<file path="src/common/dmpl_pkg.sv">
// Package: constants and carriers for the synthesizer divider loader
package dmpl_pkg;
    localparam int REF_W       = 14;    // Reference divider width
    localparam int MAIN_W      = 10;    // Main feedback counter width
    localparam int SWAL_W      = 7;     // Swallow counter width
    localparam int WORD_W      = REF_W + MAIN_W + SWAL_W + 1;
    localparam int CTRL_POS    = 0;     // Control bit, last shifted
    localparam int SWAL_POS    = 1;
    localparam int MAIN_POS    = SWAL_POS + SWAL_W;
    localparam int REF_POS     = MAIN_POS + MAIN_W;
    localparam logic [2:0] SEL_CODE = 3'h2;  // Pattern 010 on lines 0,1,2
    localparam int PRESC_LO    = 128;   // Prescaler low modulus
    localparam int PRESC_HI    = 129;   // Prescaler high modulus
    localparam real REF_MHZ    = 12.8;  // Nominal reference input
    localparam logic [REF_W-1:0]  REF_RST  = 14'h0800;
    localparam logic [MAIN_W-1:0] MAIN_RST = 10'h0010;
    localparam logic [SWAL_W-1:0] SWAL_RST = 7'h00;
    localparam int LOCK_CNT_W  = 4;     // Lock qualifier counter width
    localparam logic [3:0] LOCK_GOOD = 4'h4;  // Matched pulses to lock

    // Active division ratios
    typedef struct packed {
        logic [REF_W-1:0]  ref_div;
        logic [MAIN_W-1:0] main_div;
        logic [SWAL_W-1:0] swal_div;
    } dmpl_ratio_t;

    // Serial load port pins
    typedef struct packed {
        logic       sclk;
        logic       sdata;
        logic       enable;
        logic [2:0] select_code_lines;
    } dmpl_serial_t;
endpackage

</file>
<file path="src/rtl/dmpl_loader.sv">
// Divider loader, reference and dual-modulus feedback counters, lock
`timescale 1ns/100ps

module dmpl_loader (
    input  wire logic                 i_clk,
    input  wire logic                 i_rst_n,
    input  wire logic                 i_ce,
    input  wire dmpl_pkg::dmpl_serial_t i_ser,
    input  wire logic                 i_reference_input,
    input  wire logic                 i_presc_fb,
    input  wire logic                 i_int_ref_sel,
    output logic                      o_modulus_hi,
    output logic                      o_reference_compare_freq,
    output logic                      o_fb_compare_freq,
    output logic                      o_lock_indication,
    output logic                      o_int_osc_en,
    output dmpl_pkg::dmpl_ratio_t     o_ratio
);
    localparam int W = dmpl_pkg::WORD_W;

    ////////////////////////////////////////////////////////////////////
    // Reset release and pin synchronisers
    logic [1:0] rst_sync_reg;
    logic       rst_n;
    logic [6:0] pin_s1_reg;
    logic [6:0] pin_s2_reg;
    logic [6:0] pin_s3_reg;
    logic [6:0] pins;

    always_ff @(posedge i_clk or negedge i_rst_n) begin
        if (!i_rst_n) begin
            rst_sync_reg <= 2'h0;
        end else begin
            rst_sync_reg <= {rst_sync_reg[0], 1'b1};
        end
    end
    assign rst_n = rst_sync_reg[1];

    assign pins = {i_ser.sclk, i_ser.sdata, i_ser.enable,
                   i_ser.select_code_lines, i_reference_input};

    // Two stages, third for edge finding
    always_ff @(posedge i_clk or negedge rst_n) begin
        if (!rst_n) begin
            pin_s1_reg <= 7'h00;
            pin_s2_reg <= 7'h00;
            pin_s3_reg <= 7'h00;
        end else if (i_ce) begin
            pin_s1_reg <= pins;
            pin_s2_reg <= pin_s1_reg;
            pin_s3_reg <= pin_s2_reg;
        end
    end

    logic       sel_ok;
    logic       sclk_rise;
    logic       en_hi;
    logic       en_rise;
    logic       sdata;
    logic       refin_rise;
    logic       fb_s1_reg;
    logic       fb_s2_reg;
    logic       fb_s3_reg;
    logic       fb_rise;

    assign sel_ok    = (pin_s2_reg[3:1] == dmpl_pkg::SEL_CODE);
    assign sclk_rise = sel_ok & pin_s2_reg[6] & ~pin_s3_reg[6];
    assign sdata     = pin_s2_reg[5];
    assign en_hi     = sel_ok & pin_s2_reg[4];
    assign en_rise   = en_hi & ~pin_s3_reg[4];
    assign refin_rise = pin_s2_reg[0] & ~pin_s3_reg[0];

    // Prescaler feedback synchroniser
    always_ff @(posedge i_clk or negedge rst_n) begin
        if (!rst_n) begin
            fb_s1_reg <= 1'b0;
            fb_s2_reg <= 1'b0;
            fb_s3_reg <= 1'b0;
        end else if (i_ce) begin
            fb_s1_reg <= i_presc_fb;
            fb_s2_reg <= fb_s1_reg;
            fb_s3_reg <= fb_s2_reg;
        end
    end
    assign fb_rise = fb_s2_reg & ~fb_s3_reg;

    ////////////////////////////////////////////////////////////////////
    // Serial shift register and divider latches
    logic [W-1:0]          shift_reg;
    logic [W-1:0]          shift_next;
    dmpl_pkg::dmpl_ratio_t ratio_reg;
    dmpl_pkg::dmpl_ratio_t ratio_next;

    always_comb begin
        shift_next = shift_reg;
        ratio_next = ratio_reg;
        if (sclk_rise) begin
            shift_next = {shift_reg[W-2:0], sdata};
        end
        // Latch only with control bit set
        if (en_rise && shift_reg[dmpl_pkg::CTRL_POS]) begin
            ratio_next.ref_div  = shift_reg[dmpl_pkg::REF_POS +:
                                  dmpl_pkg::REF_W];
            ratio_next.main_div = shift_reg[dmpl_pkg::MAIN_POS +:
                                  dmpl_pkg::MAIN_W];
            ratio_next.swal_div = shift_reg[dmpl_pkg::SWAL_POS +:
                                  dmpl_pkg::SWAL_W];
        end
    end

    always_ff @(posedge i_clk or negedge rst_n) begin
        if (!rst_n) begin
            shift_reg <= '0;
            ratio_reg <= {dmpl_pkg::REF_RST, dmpl_pkg::MAIN_RST,
                          dmpl_pkg::SWAL_RST};
        end else if (i_ce) begin
            shift_reg <= shift_next;
            ratio_reg <= ratio_next;
        end
    end

    ////////////////////////////////////////////////////////////////////
    // Reference divider and dual-modulus feedback counters
    logic [dmpl_pkg::REF_W-1:0]  rcnt_reg, rcnt_next;
    logic [dmpl_pkg::MAIN_W-1:0] ncnt_reg, ncnt_next;
    logic [dmpl_pkg::SWAL_W-1:0] acnt_reg, acnt_next;
    logic fr_reg, fr_next, fv_reg, fv_next, mod_reg, mod_next;

    always_comb begin
        rcnt_next = rcnt_reg;
        ncnt_next = ncnt_reg;
        acnt_next = acnt_reg;
        fr_next   = 1'b0;
        fv_next   = 1'b0;
        mod_next  = (acnt_reg != '0);
        if (refin_rise) begin
            if (rcnt_reg <= 14'h0001) begin
                rcnt_next = ratio_reg.ref_div;
                fr_next   = 1'b1;
            end else begin
                rcnt_next = rcnt_reg - 14'h0001;
            end
        end
        if (fb_rise) begin
            if (acnt_reg != '0) begin
                acnt_next = acnt_reg - 7'h01;
            end
            if (ncnt_reg <= 10'h001) begin
                ncnt_next = ratio_reg.main_div;
                acnt_next = ratio_reg.swal_div;
                fv_next   = 1'b1;
            end else begin
                ncnt_next = ncnt_reg - 10'h001;
            end
        end
    end

    always_ff @(posedge i_clk or negedge rst_n) begin
        if (!rst_n) begin
            rcnt_reg <= dmpl_pkg::REF_RST;
            ncnt_reg <= dmpl_pkg::MAIN_RST;
            acnt_reg <= dmpl_pkg::SWAL_RST;
            fr_reg   <= 1'b0;
            fv_reg   <= 1'b0;
            mod_reg  <= 1'b0;
        end else if (i_ce) begin
            rcnt_reg <= rcnt_next;
            ncnt_reg <= ncnt_next;
            acnt_reg <= acnt_next;
            fr_reg   <= fr_next;
            fv_reg   <= fv_next;
            mod_reg  <= mod_next;
        end
    end

    ////////////////////////////////////////////////////////////////////
    // Lock detector: reference and feedback pulses arrive in the same cycle when in phase
    logic [1:0] pend_reg, pend_next;   // [0] ref seen, [1] fb seen
    logic [3:0] good_reg, good_next;
    logic       lock_reg, lock_next;
    logic       intosc_reg;

    always_comb begin
        pend_next = pend_reg;
        good_next = good_reg;
        lock_next = lock_reg;
        if (fr_reg && fv_reg) begin
            pend_next = 2'h0;
            if (good_reg != dmpl_pkg::LOCK_GOOD) begin
                good_next = good_reg + 4'h1;
            end
        end else if ((fr_reg && pend_reg[0]) || (fv_reg && pend_reg[1])) begin
            pend_next = 2'h0;   // Two of one kind: out of lock
            good_next = 4'h0;
        end else if (fr_reg) begin
            pend_next = {pend_reg[1], 1'b1};
        end else if (fv_reg) begin
            pend_next = {1'b1, pend_reg[0]};
        end
        if (good_next == 4'h0) begin
            lock_next = 1'b0;
        end else if (good_next == dmpl_pkg::LOCK_GOOD) begin
            lock_next = 1'b1;
        end
    end

    always_ff @(posedge i_clk or negedge rst_n) begin
        if (!rst_n) begin
            pend_reg   <= 2'h0;
            good_reg   <= 4'h0;
            lock_reg   <= 1'b0;
            intosc_reg <= 1'b0;
        end else if (i_ce) begin
            pend_reg   <= pend_next;
            good_reg   <= good_next;
            lock_reg   <= lock_next;
            intosc_reg <= i_int_ref_sel;
        end
    end

    assign o_modulus_hi             = mod_reg;
    assign o_reference_compare_freq = fr_reg;
    assign o_fb_compare_freq        = fv_reg;
    assign o_lock_indication        = lock_reg;
    assign o_int_osc_en             = intosc_reg;
    assign o_ratio                  = ratio_reg;

    ////////////////////////////////////////////////////////////////////
    // Checks
    a_latch_ctrl: assert property (@(posedge i_clk) disable iff (!rst_n)
        (i_ce && en_rise && shift_reg[0]) |=> (o_ratio == $past(shift_reg[W-1:1])))
        else $error("latch did not load");
    a_no_latch: assert property (@(posedge i_clk) disable iff (!rst_n)
        (i_ce && !(en_rise && shift_reg[0])) |=> $stable(o_ratio))
        else $error("ratio changed without load");
    a_shift_in: assert property (@(posedge i_clk) disable iff (!rst_n)
        (i_ce && sclk_rise) |=> (shift_reg[0] == $past(sdata)))
        else $error("bit not shifted");
    a_sel_block: assert property (@(posedge i_clk) disable iff (!rst_n)
        (i_ce && !sel_ok) |=> $stable(shift_reg) && $stable(o_ratio))
        else $error("load passed with wrong select");
    a_mod_hi: assert property (@(posedge i_clk) disable iff (!rst_n)
        (i_ce && acnt_reg != '0) |=> o_modulus_hi)
        else $error("modulus not high");
    a_fv_reload: assert property (@(posedge i_clk) disable iff (!rst_n)
        (i_ce && fb_rise && ncnt_reg <= 10'h001) |=>
        (o_fb_compare_freq && ncnt_reg == $past(ratio_reg.main_div)))
        else $error("main counter reload wrong");
    a_fr_reload: assert property (@(posedge i_clk) disable iff (!rst_n)
        (i_ce && refin_rise && rcnt_reg <= 14'h0001) |=>
        o_reference_compare_freq)
        else $error("reference pulse missing");
    a_unlock: assert property (@(posedge i_clk) disable iff (!rst_n)
        (i_ce && fr_reg && !fv_reg && pend_reg[0]) |=> !o_lock_indication)
        else $error("lock held on mismatch");
endmodule

</file>
<file path="config.mk">
export PLATFORM = sky130hd
export DESIGN_NAME = dmpl_loader
export DESIGN_NICKNAME = d
export VERILOG_FILES = /design/src/common/dmpl_pkg.sv /design/src/rtl/dmpl_loader.sv
export SDC_FILE = /design/constraint.sdc
export NUM_CORES = 1
export LEC_CHECK = 0
export BUFFER_PORTS_ARGS = -buffer_cell sky130_fd_sc_hd__buf_2
export CAP_MARGIN = 20
export CORE_ASPECT_RATIO = 2
export CORE_UTILIZATION = 54
export CTS_CLUSTER_DIAMETER = 30
export DETAILED_ROUTE_END_ITERATION = 7
export PLACE_DENSITY = 0.72
export REMOVE_ABC_BUFFERS = 1
export SETUP_SLACK_MARGIN = 0.2
export SLEW_MARGIN = 20
export SYNTH_ARGS = -nofsm -noshare
export SYNTH_HDL_FRONTEND = slang
export SYNTH_SLANG_ARGS = --single-unit
</file>
<file path="constraint.sdc">
create_clock -name i_clk -period 3.5 [get_ports i_clk]
set_input_delay 0.35 -clock i_clk [delete_from_list [all_inputs] [get_ports i_clk]]
set_output_delay 0.35 -clock i_clk [all_outputs]
set_load 0.02 [all_outputs]
</file>
Word-level counts from Yosys, hierarchy flattened
Cells that the tools add are included.
{ "op_classes": {"eq_ne": 4, "order_cmp": 2, "n_mux": 17, "reduce_logical": 19, "n_addsub": 4, "bitwise_logic": 10} }
{ "ops": {"columns": ["op", "n"], "rows": [
  ["$le A14 B1 Y1 const B", 1],
  ["$mux W14", 1],
  ["$mux W7", 2],
  ["$sub A14 B1 Y14 const B", 1],
  ["$mux W4", 3],
  ["$reduce_and A2 Y1", 6],
  ["$le A10 B1 Y1 const B", 1],
  ["$mux W10", 1],
  ["$sub A10 B1 Y10 const B", 1],
  ["$mux W2", 4],
  ["$reduce_bool A7 Y1", 1],
  ["$sub A7 B1 Y7 const B", 1],
  ["$and A1 B1 Y1", 6],
  ["$mux W1", 6],
  ["$reduce_and A3 Y1", 2],
  ["$reduce_bool A3 Y1", 2],
  ["$add A4 B1 Y4 const B", 1],
  ["$eq A4 B3 Y1 const B", 1],
  ["$logic_and A1 B1 Y1", 4],
  ["$logic_not A4 Y1", 1],
  ["$ne A4 B3 Y1 const B", 1],
  ["$not A1 Y1", 4],
  ["$reduce_bool A2 Y1", 2],
  ["$eq A3 B2 Y1 const B", 1],
  ["other kinds (2)", 2]
]} }
{ "word_totals": {"ff_bits": 131, "input_bits": 12, "elab_cells": 78} }

Longest topological paths before layout
Gate-level depths: netlist (run 1).
{ "logic_depth": {"word_depth": 7, "ltp_mapped": 8} }

Least setup slack after synthesis (run 1)
OpenSTA, ideal clock, no wires.
{ "synth_path": {"path_kind": "reg2reg", "from": "reg ncnt_reg[6] (netlist name)", "to": "reg acnt_reg[6] (netlist name)", "path_buffers": 3, "stages_incl_launch_ff": 8, "arrival_ps": 1968, "path_slack_ps": 1459, "path_cell_list": "dfrtp_1 -> or4_1 -> buf_2 -> or3_1 -> buf_6 -> buf_12 -> mux2i_4 -> a2bb2oi_2"} }
{ "synth_via": {"elab_chain_len": 3, "elab_cells_between_ends": 4, "cone_classes": "order compare (1); mux (1); reduce/logical (2)"} }
{ "synth_rtl": {"columns": ["element", "line", "rtl"], "rows": [
  ["start: declaration", "dmpl_loader.sv:125", "logic [dmpl_pkg::MAIN_W-1:0] ncnt_reg, ncnt_next;"],
  ["start signal: assignment", "dmpl_loader.sv:161", "ncnt_reg <= dmpl_pkg::MAIN_RST;"],
  ["start signal: assignment", "dmpl_loader.sv:168", "ncnt_reg <= ncnt_next;"],
  ["$le A10 B1 Y1 (*)", "dmpl_loader.sv:148", "if (ncnt_reg <= 10'h001) begin"],
  ["$reduce_bool A2 Y1 (no line)", null, null],
  ["$reduce_and A3 Y1 (no line)", null, null],
  ["end signal: assignment", "dmpl_loader.sv:162", "acnt_reg <= dmpl_pkg::SWAL_RST;"],
  ["end signal: assignment", "dmpl_loader.sv:169", "acnt_reg <= acnt_next;"],
  ["end: declaration", "dmpl_loader.sv:126", "logic [dmpl_pkg::SWAL_W-1:0] acnt_reg, acnt_next;"]
]} }
Every way passes the cells marked *; elsewhere a longest branch is shown, timed or not.
A chain may end at the register's enable or synchronous reset.

Final worst setup path (run 1)
{ "layout_path": {"from": "reg ncnt_reg[6] (netlist name)", "to": "reg acnt_reg[4] (netlist name)"} }
Same word-level chain as after synthesis.

==> results of run 1 <==
==> cells in the mapped netlist (5+ instances only) <==
library cell,instances
clkbuf_1,15
nor3_1,14
nor4_1,5
mux2i_1,11
nand2_1,19
o21ai_0,25
mux2_2,85
nand3_1,10
inv_1,14
a31oi_1,5
ha_1,8
o31ai_1,7
a21oi_1,12
nor2_1,8
nand3b_1,5
dfrtp_1,123
==> area by class of cell <==
class,count,area share
Sequential cell,127,0.471
Multi-Input combinational cell,303,0.365
Clock buffer,20,0.0690
Timing Repair Buffer,54,0.0448
Tap cell,137,0.0254
Clock inverter,12,0.0165
Inverter,14,0.00777
==> final timing paths <==
check	start	to	slack, ns
max	ncnt_reg[6]	acnt_reg[4]	1.10
min	i_ser[0]	pin_s1_reg[1]	0.17
max reg2reg	ncnt_reg[6]	acnt_reg[4]	1.10
min reg2reg	rst_sync_reg[0]	rst_sync_reg[1]	0.35
max in group asynchronous	rst_sync_reg[1]	rcnt_reg[11]	2.22
min in group asynchronous	i_rst_n	rst_sync_reg[1]	0.25
==> per-stage QoR <==
stage                     std cells  hold slack [ns]  setup WS (ns)
final                           667            0.174           1.10
after global placement          634            0.135           1.19
after global routing            667            0.160          0.922
after CTS                       667            0.157           1.11
after detailed placement        634            0.137           1.13
after floorplan                 444           0.0544         -0.293
==> metal layers <==
metal / vias to the layer above / part of all wire / wire length, microns / track usage
li1: 1845 / - / - / -
met1: 1987 / 0.38 / 4490 / 0.265
met2: 98 / 0.58 / 6890 / 0.428
met3: 16 / 0.029 / 344 / 0.0568
met4: 0 / 0.012 / 143 / 0.0694
met5: - / 0 / 0 / 0
==> where the power goes <==
part / internal (uW) / total (uW) / leakage, uW / switching, uW
combinational: 406 / 945 / 0.00132 / 539
clock: 1030 / 1690 / 0.000278 / 654
sequential: 1700 / 1970 / 0.00165 / 266
total: 3140 / 4600 / 0.00324 / 1460
==> kinds of logic after synthesis <==
family,Yosys count
compound gates,94
flops,127
simple gates,99
buf+inv,36
mux,97
xor+xnor,4
other cells,1
fa+ha+maj,8
==> what timing repair did <==
action / in CTS / in global routing
hold buffers: 1 / 0
setup endpoints to repair: 0 / 0
endpoints found under the hold margin: 2 / 0
==> results.txt, run 1 <==
The cell count after synthesis is 466. The clock arrives with 0.00895 ns of skew. The count of nets left with antenna violations after detail routing came out at 0. The power density relative to cell area is 681 mW/mm^2. Once the clock tree was built, the resizer swapped 0 gates to a different size. IR analysis of the VDD net gives a maximum drop of approximately 0.44 mV.

The post-DP HPWL is 8.07 mm. The data arrival at the endpoint of the critical path is about 2.8 ns. The clock buffer count from CTS came out at 17. The simple-gate area share of the yosys netlist is 0.0988. Clock latency on the worst-skew pair, taken at its later pin, is between 0.4 and 0.5 ns.

The post-synthesis to final-layout area growth came out at 16.2%. The area of the die is ~0.011 sq mm. The largest net degree at the start of global routing is 68. Summing all non-filler instances in the final layout gives an area of 0.00676 sq mm. The area of combinational cells with multiple inputs came out at 0.00247 sq mm. After synthesis, the largest family of logic cells by area is multiplexers. The clock-pin slew reported for the worst setup and hold paths after clock tree synthesis came out at 0.06 ns. The register cell area after layout came out at 0.00319 sq mm. Counting flops with an async set or reset pin after synthesis yields a share of 1.00. The total grt overflow is 0. The XOR/XNOR share of the synthesized area came out at 0.00603.

The width of the die came out at about 75 microns. The analysis attributes to cell leakage a power of 0.00324 uW. The signal on the critical path passes through or4_1 > or3_1 > a41oi_1 > o22a_1. The post-synthesis register bit count came out at 127. For this block, the initial DRC count from the detailed router was 217. The wire length of the first global-routing pass came out at 19.8 mm.

Across the run, the number of max-cap violations was 0. The share of synthesized area spent on multiplexers came out at 0.187. The clock period could shrink to 2.40 ns.

Setup violations remaining at the end of the flow were counted as 0. The count of pins over their slew limit came out at 0. The post-placement cell area came out at 0.00617 sq mm.

Data on the critical path is required at its endpoint by 3.84 ns. The transition time at the pin with the least slew margin is 0.921 ns. The cell row count is between 50 and 60. Clock tree synthesis selected as its root buffer the cell clkbuf_16. The worst hold path passes through 2 cells. The via-per-instance ratio is 5.92. The depth of the critical timing path with buffers and inverters included is 4. The completed layout was analyzed and its total power is roughly 4600 uW. The warning count from the yosys run came out at 0. Sorting the synthesized cells by area gives the leading types as dfrtp_1 (53%), mux2_2 (16%), o21ai_0 (2.2%). Clock tree synthesis found a total of ~130 sinks. The total wire length came out at 11.9 mm. The ratio of cells with drive above 1 in the final layout came out at 0.347. The critical path contains buffers and inverters numbering 0 combined. On the critical path the largest part of the delay comes from simple AND/OR/NAND/NOR gates. The register with the most flip-flops in the layout has 32 of them. The count of flip-flops with a built-in enable after synthesis came out at 0.

For this run, the slowest stage of the critical path takes 0.75 ns. In this run the mean area of a mapped cell was 12.5 sq um. The vertical die dimension came out at between 100 and 150 microns. The library cell used most frequently in the layout, excluding fill and tap cells, is dfrtp_1. Setup repair after global routing left no endpoint under its margin. The final-stage net count came out at 537.

The number of inserted filler cells in the final layout is around 860. The standard cell with the maximum stage delay on the critical path is or3_1. The complex-gate fraction of the synthesized area came to 0.114. The core occupancy in the finished layout came out at 0.645.

The cell type with the highest aggregate area in the netlist is dfrtp_1. The count of vias placed by the detailed router came out at roughly 3,900. Synthesis instantiated 67 different standard cells from the library. The core area came out at 0.0105 sq mm. The final antenna diode count came out at 0.

The number of cells on the worst reg-to-reg path is 4. TritonCTS built the clock tree. The worst slew slack as a fraction of its limit came out at 0.380. The number of global-route vias before repair is ~4,000. The routability congestion estimate from global placement came out at 0.814.

The post-synthesis adder-cell area fraction came out at 0.0172. The flow ran to the end, and the final reports show no timing, DRC or antenna violations. The port buffer count is 47. The total I/O pin count is 48. Leaving out fill and tap cells, the most frequent cells in the layout are dfrtp_1 (122), mux2_2 (85), buf_2 (47), o21ai_0 (25), nand2_1 (19). In this run the number of H-tree levels came out at 4.

The initial utilization of the core area, before any placement, comes to 0.555. Among all flip-flop cells after synthesis, the most frequent one is dfrtp_1. The wire length per cell after detailed routing is 17.8 microns.

The min-delay analysis places its worst path in the category in -> reg. The nature of the critical path endpoint is a flip-flop. Across every metal layer, demand over resource in global routing totals 0.236.

The final total negative setup slack is 0 ns. The highest fanout seen on the critical path came out at 15. The peak clock frequency supported by timing came out at ~0.42 GHz. The maximum number of buffers from clock root to sink is 2. The residual DRC count is 0. Dividing the final minimum period by the clock period gives 0.686. The hold violation total from the final report is 0. The post-synthesis cell area is 0.00581 sq mm. The portion of synthesized cell area occupied by the leading cell type came out at 0.529. The initial antenna violation count came to 0. The worst setup path category is reg -> reg. After clock tree synthesis, the setup repair step added 0 buffers.

The sequential cell area fraction in the yosys report came out at 0.547. STA classifies the critical path startpoint as a flip-flop. Before antenna repair, the detailed router went through 4 iterations.
Power figures use the tool's default switching activity.
==> run 2: changes to the inputs <==
--- a/config.mk
+++ b/config.mk
@@ -8,10 +8,10 @@
 export BUFFER_PORTS_ARGS = -buffer_cell sky130_fd_sc_hd__buf_2
 export CAP_MARGIN = 20
 export CORE_ASPECT_RATIO = 2
-export CORE_UTILIZATION = 54
+export CORE_UTILIZATION = 60
 export CTS_CLUSTER_DIAMETER = 30
 export DETAILED_ROUTE_END_ITERATION = 7
-export PLACE_DENSITY = 0.72
+export PLACE_DENSITY = 0.76
 export REMOVE_ABC_BUFFERS = 1
 export SETUP_SLACK_MARGIN = 0.2
 export SLEW_MARGIN = 20
==> constraint.sdc (replaced) <==
create_clock -name i_clk -period 2.38 [get_ports i_clk]
set_input_delay 0.238 -clock i_clk [delete_from_list [all_inputs] [get_ports i_clk]]
set_output_delay 0.238 -clock i_clk [all_outputs]
set_load 0.02 [all_outputs]
==> run 2 against run 1 <==
Clock skew down 0.0024 ns; combinational power up 64%; design area up 0.85%; sequential power up 46%; hold slack worse by 0.12 ns; via count up 0.73%; wire length up 0.76%; fmax up 15%; register-to-register slack worse by 0.80 ns; worst setup slack worse by 0.80 ns.
==> results.txt, run 2 (synthesized netlist as in run 1, its figures left out) <==
The total grt overflow came out at 0. The slowest stage of the critical path is the or4_4 cell. The number of global-route vias before repair is 4,232. The kind of cell with the highest combined delay along the critical path is simple AND/OR/NAND/NOR gates. The clock arrives with 0.00660 ns of skew. The core area came out at 0.00938 sq mm.

At the end of routability-driven placement, the weighted congestion stood at 0.901. The max-capacitance violation count is 0. Using the TritonRoute via totals, the vias-per-cell ratio works out to 6.13. The post-route clock period utilization came out at 0.874. TritonCTS built the clock tree.

The vertical die dimension is roughly 140 microns. The total buffers and inverters traversed by the critical path is 1. The signal on the critical path passes through or4_4 > or3_1 > buf_4 > mux2i_1 > o2bb2ai_1.

For the final routed database, the setup TNS stands at 0 ns. Detailed placement ended at an HPWL of between 8 and 9 mm. The total wire length came out at 12.0 mm. The peak clock frequency supported by timing came out at 0.481 GHz. During I/O placement, the number of pins put on the boundary was 48. The run finished with clean final reports.

The port buffer count came out at between 40 and 50. In this run the power density over the cells is 1010 mW/mm^2. The detailed-routing iteration count for the pre-antenna-repair pass came out at 4. From synthesis to final layout, the design area changed by 17.2%. The area of the die came out at 0.0101 sq mm. The routed layout has 3,975 vias.

STA classifies the critical path startpoint as a flip-flop. The buffer type at the clock tree root is clkbuf_16. The nature of the critical path endpoint is a flip-flop. The clock buffer count from CTS is 17. The hold violation total from the final report is 0.

The overall routing resource usage is 0.263. The library cell used most frequently in the layout, excluding fill and tap cells, is dfrtp_1. The final total power is 6870 uW. Row generation in the floorplan step produced 50 rows. Clock latency on the worst-skew pair, taken at its later pin, is 0.41 ns. The post-CTS setup-driven buffer insertion count is 0. The count of pins over their slew limit is 0.

The worst hold path class is in -> reg. The starting density of the core came out at 0.620. The wire length of the first global-routing pass came out at about 20 mm. The maximum number of buffers from clock root to sink came out at 2.

The number of antenna diodes in the final layout is 0. Setup repair after global routing left no endpoint under its margin. The wire length per cell after detailed routing is approximately 18 microns. The worst setup path category is reg -> reg. The highest fanout seen on the critical path came out at 15.

The worst-case IR drop observed on VDD is 0.640 mV. In this run the static leakage power is 0.00329 uW. The width of the die came out at 71.6 microns. The largest single stage delay on the critical path is 0.59 ns.

The final-stage net count is 551. The initial antenna violation count came out at 0. The count of routing violations after the opening detailed-route iteration came out at 178. In the routed design, unresolved DRC markers number 0. The clock-pin slew reported for the worst setup and hold paths after clock tree synthesis is around 0.060 ns. The shortest clock period the worst path allows after layout came out at 2.08 ns. The library cells used most frequently in the layout, excluding fill and tap cells, are dfrtp_1 (122), mux2_2 (85), buf_2 (47), o21ai_0 (25). The data arrival at the endpoint of the critical path came out at 2.37 ns.

The data required time at the worst endpoint came out at 2.67 ns. The ratio of cells with drive above 1 in the final layout came out at 0.366. Setup violations remaining at the end of the flow were counted as 0. Once detail routing completed, the nets flagged for antenna violations numbered 0.

The clock net in this run drives a total of 127 sinks. The flip-flop count of the largest register after layout is 32. The H-tree depth is 4. The largest net degree at the start of global routing is 66.
==> run 2: changes by cell type in the layout (fill, tap and decap cells not counted), sizes merged <==
cell,change
buf,+14
clkinv,-5
clkinvlp,+4
inv,+3
clkbuf,-2
==> run 2: final timing paths <==
path	slack, ns	start	end	cells after the start
min in group asynchronous	0.13	i_rst_n	rst_sync_reg[1]	2
max	0.30	ncnt_reg[6]	acnt_reg[1]	5
max reg2reg	0.30	ncnt_reg[6]	acnt_reg[1]	5
min	0.06	i_ser[4]	pin_s1_reg[5]	2
max in group asynchronous	1.32	rst_sync_reg[1]	o_ratio[11]	1
min reg2reg	0.27	rst_sync_reg[1]	pin_s1_reg[5]	0
==> run 2: final cells by class <==
type	count	area, sq um
Multi-Input combinational cell	303	2470
Fill cell	650	2570
Clock buffer	18	429
Clock inverter	14	135
Sequential cell	127	3190
Tap cell	104	130
Timing Repair Buffer	68	408
Inverter	14	52.6
==> run 2: where the power goes <==
| part | internal, uW | switching, uW |
|---|---|---|
| Combinational | 698 | 853 |
| Clock | 1450 | 990 |
| Sequential | 2500 | 376 |
| Total | 4650 | 2220 |
==> run 2: repair_timing <==
action	4_1_cts	5_1_grt
gates resized for setup	0	2
setup endpoints to repair	0	6
hold buffers	1	0
endpoints found under the hold margin	2	0
==> run 2: routing by layer <==
layer,global-route usage,vias up,share of wire
li1,-,1865,-
met1,0.284,2011,0.38
met2,0.491,80,0.57
met3,0.0572,19,0.026
met4,0.0960,0,0.019
met5,0,-,0
==> run 2: per-stage QoR <==
step	std cells	hold WS (ns)	setup WS [ns]	cell area, sq um	util
detailed placement	615	0.0236	0.261	6230	0.664
floorplan	444	-0.0576	-1.41	5700	-
finish	648	0.0569	0.300	6820	0.726
global route	648	0.0468	0.232	6820	0.726
global placement	615	0.0223	0.301	6230	0.664
CTS	648	0.0399	0.227	6810	0.726
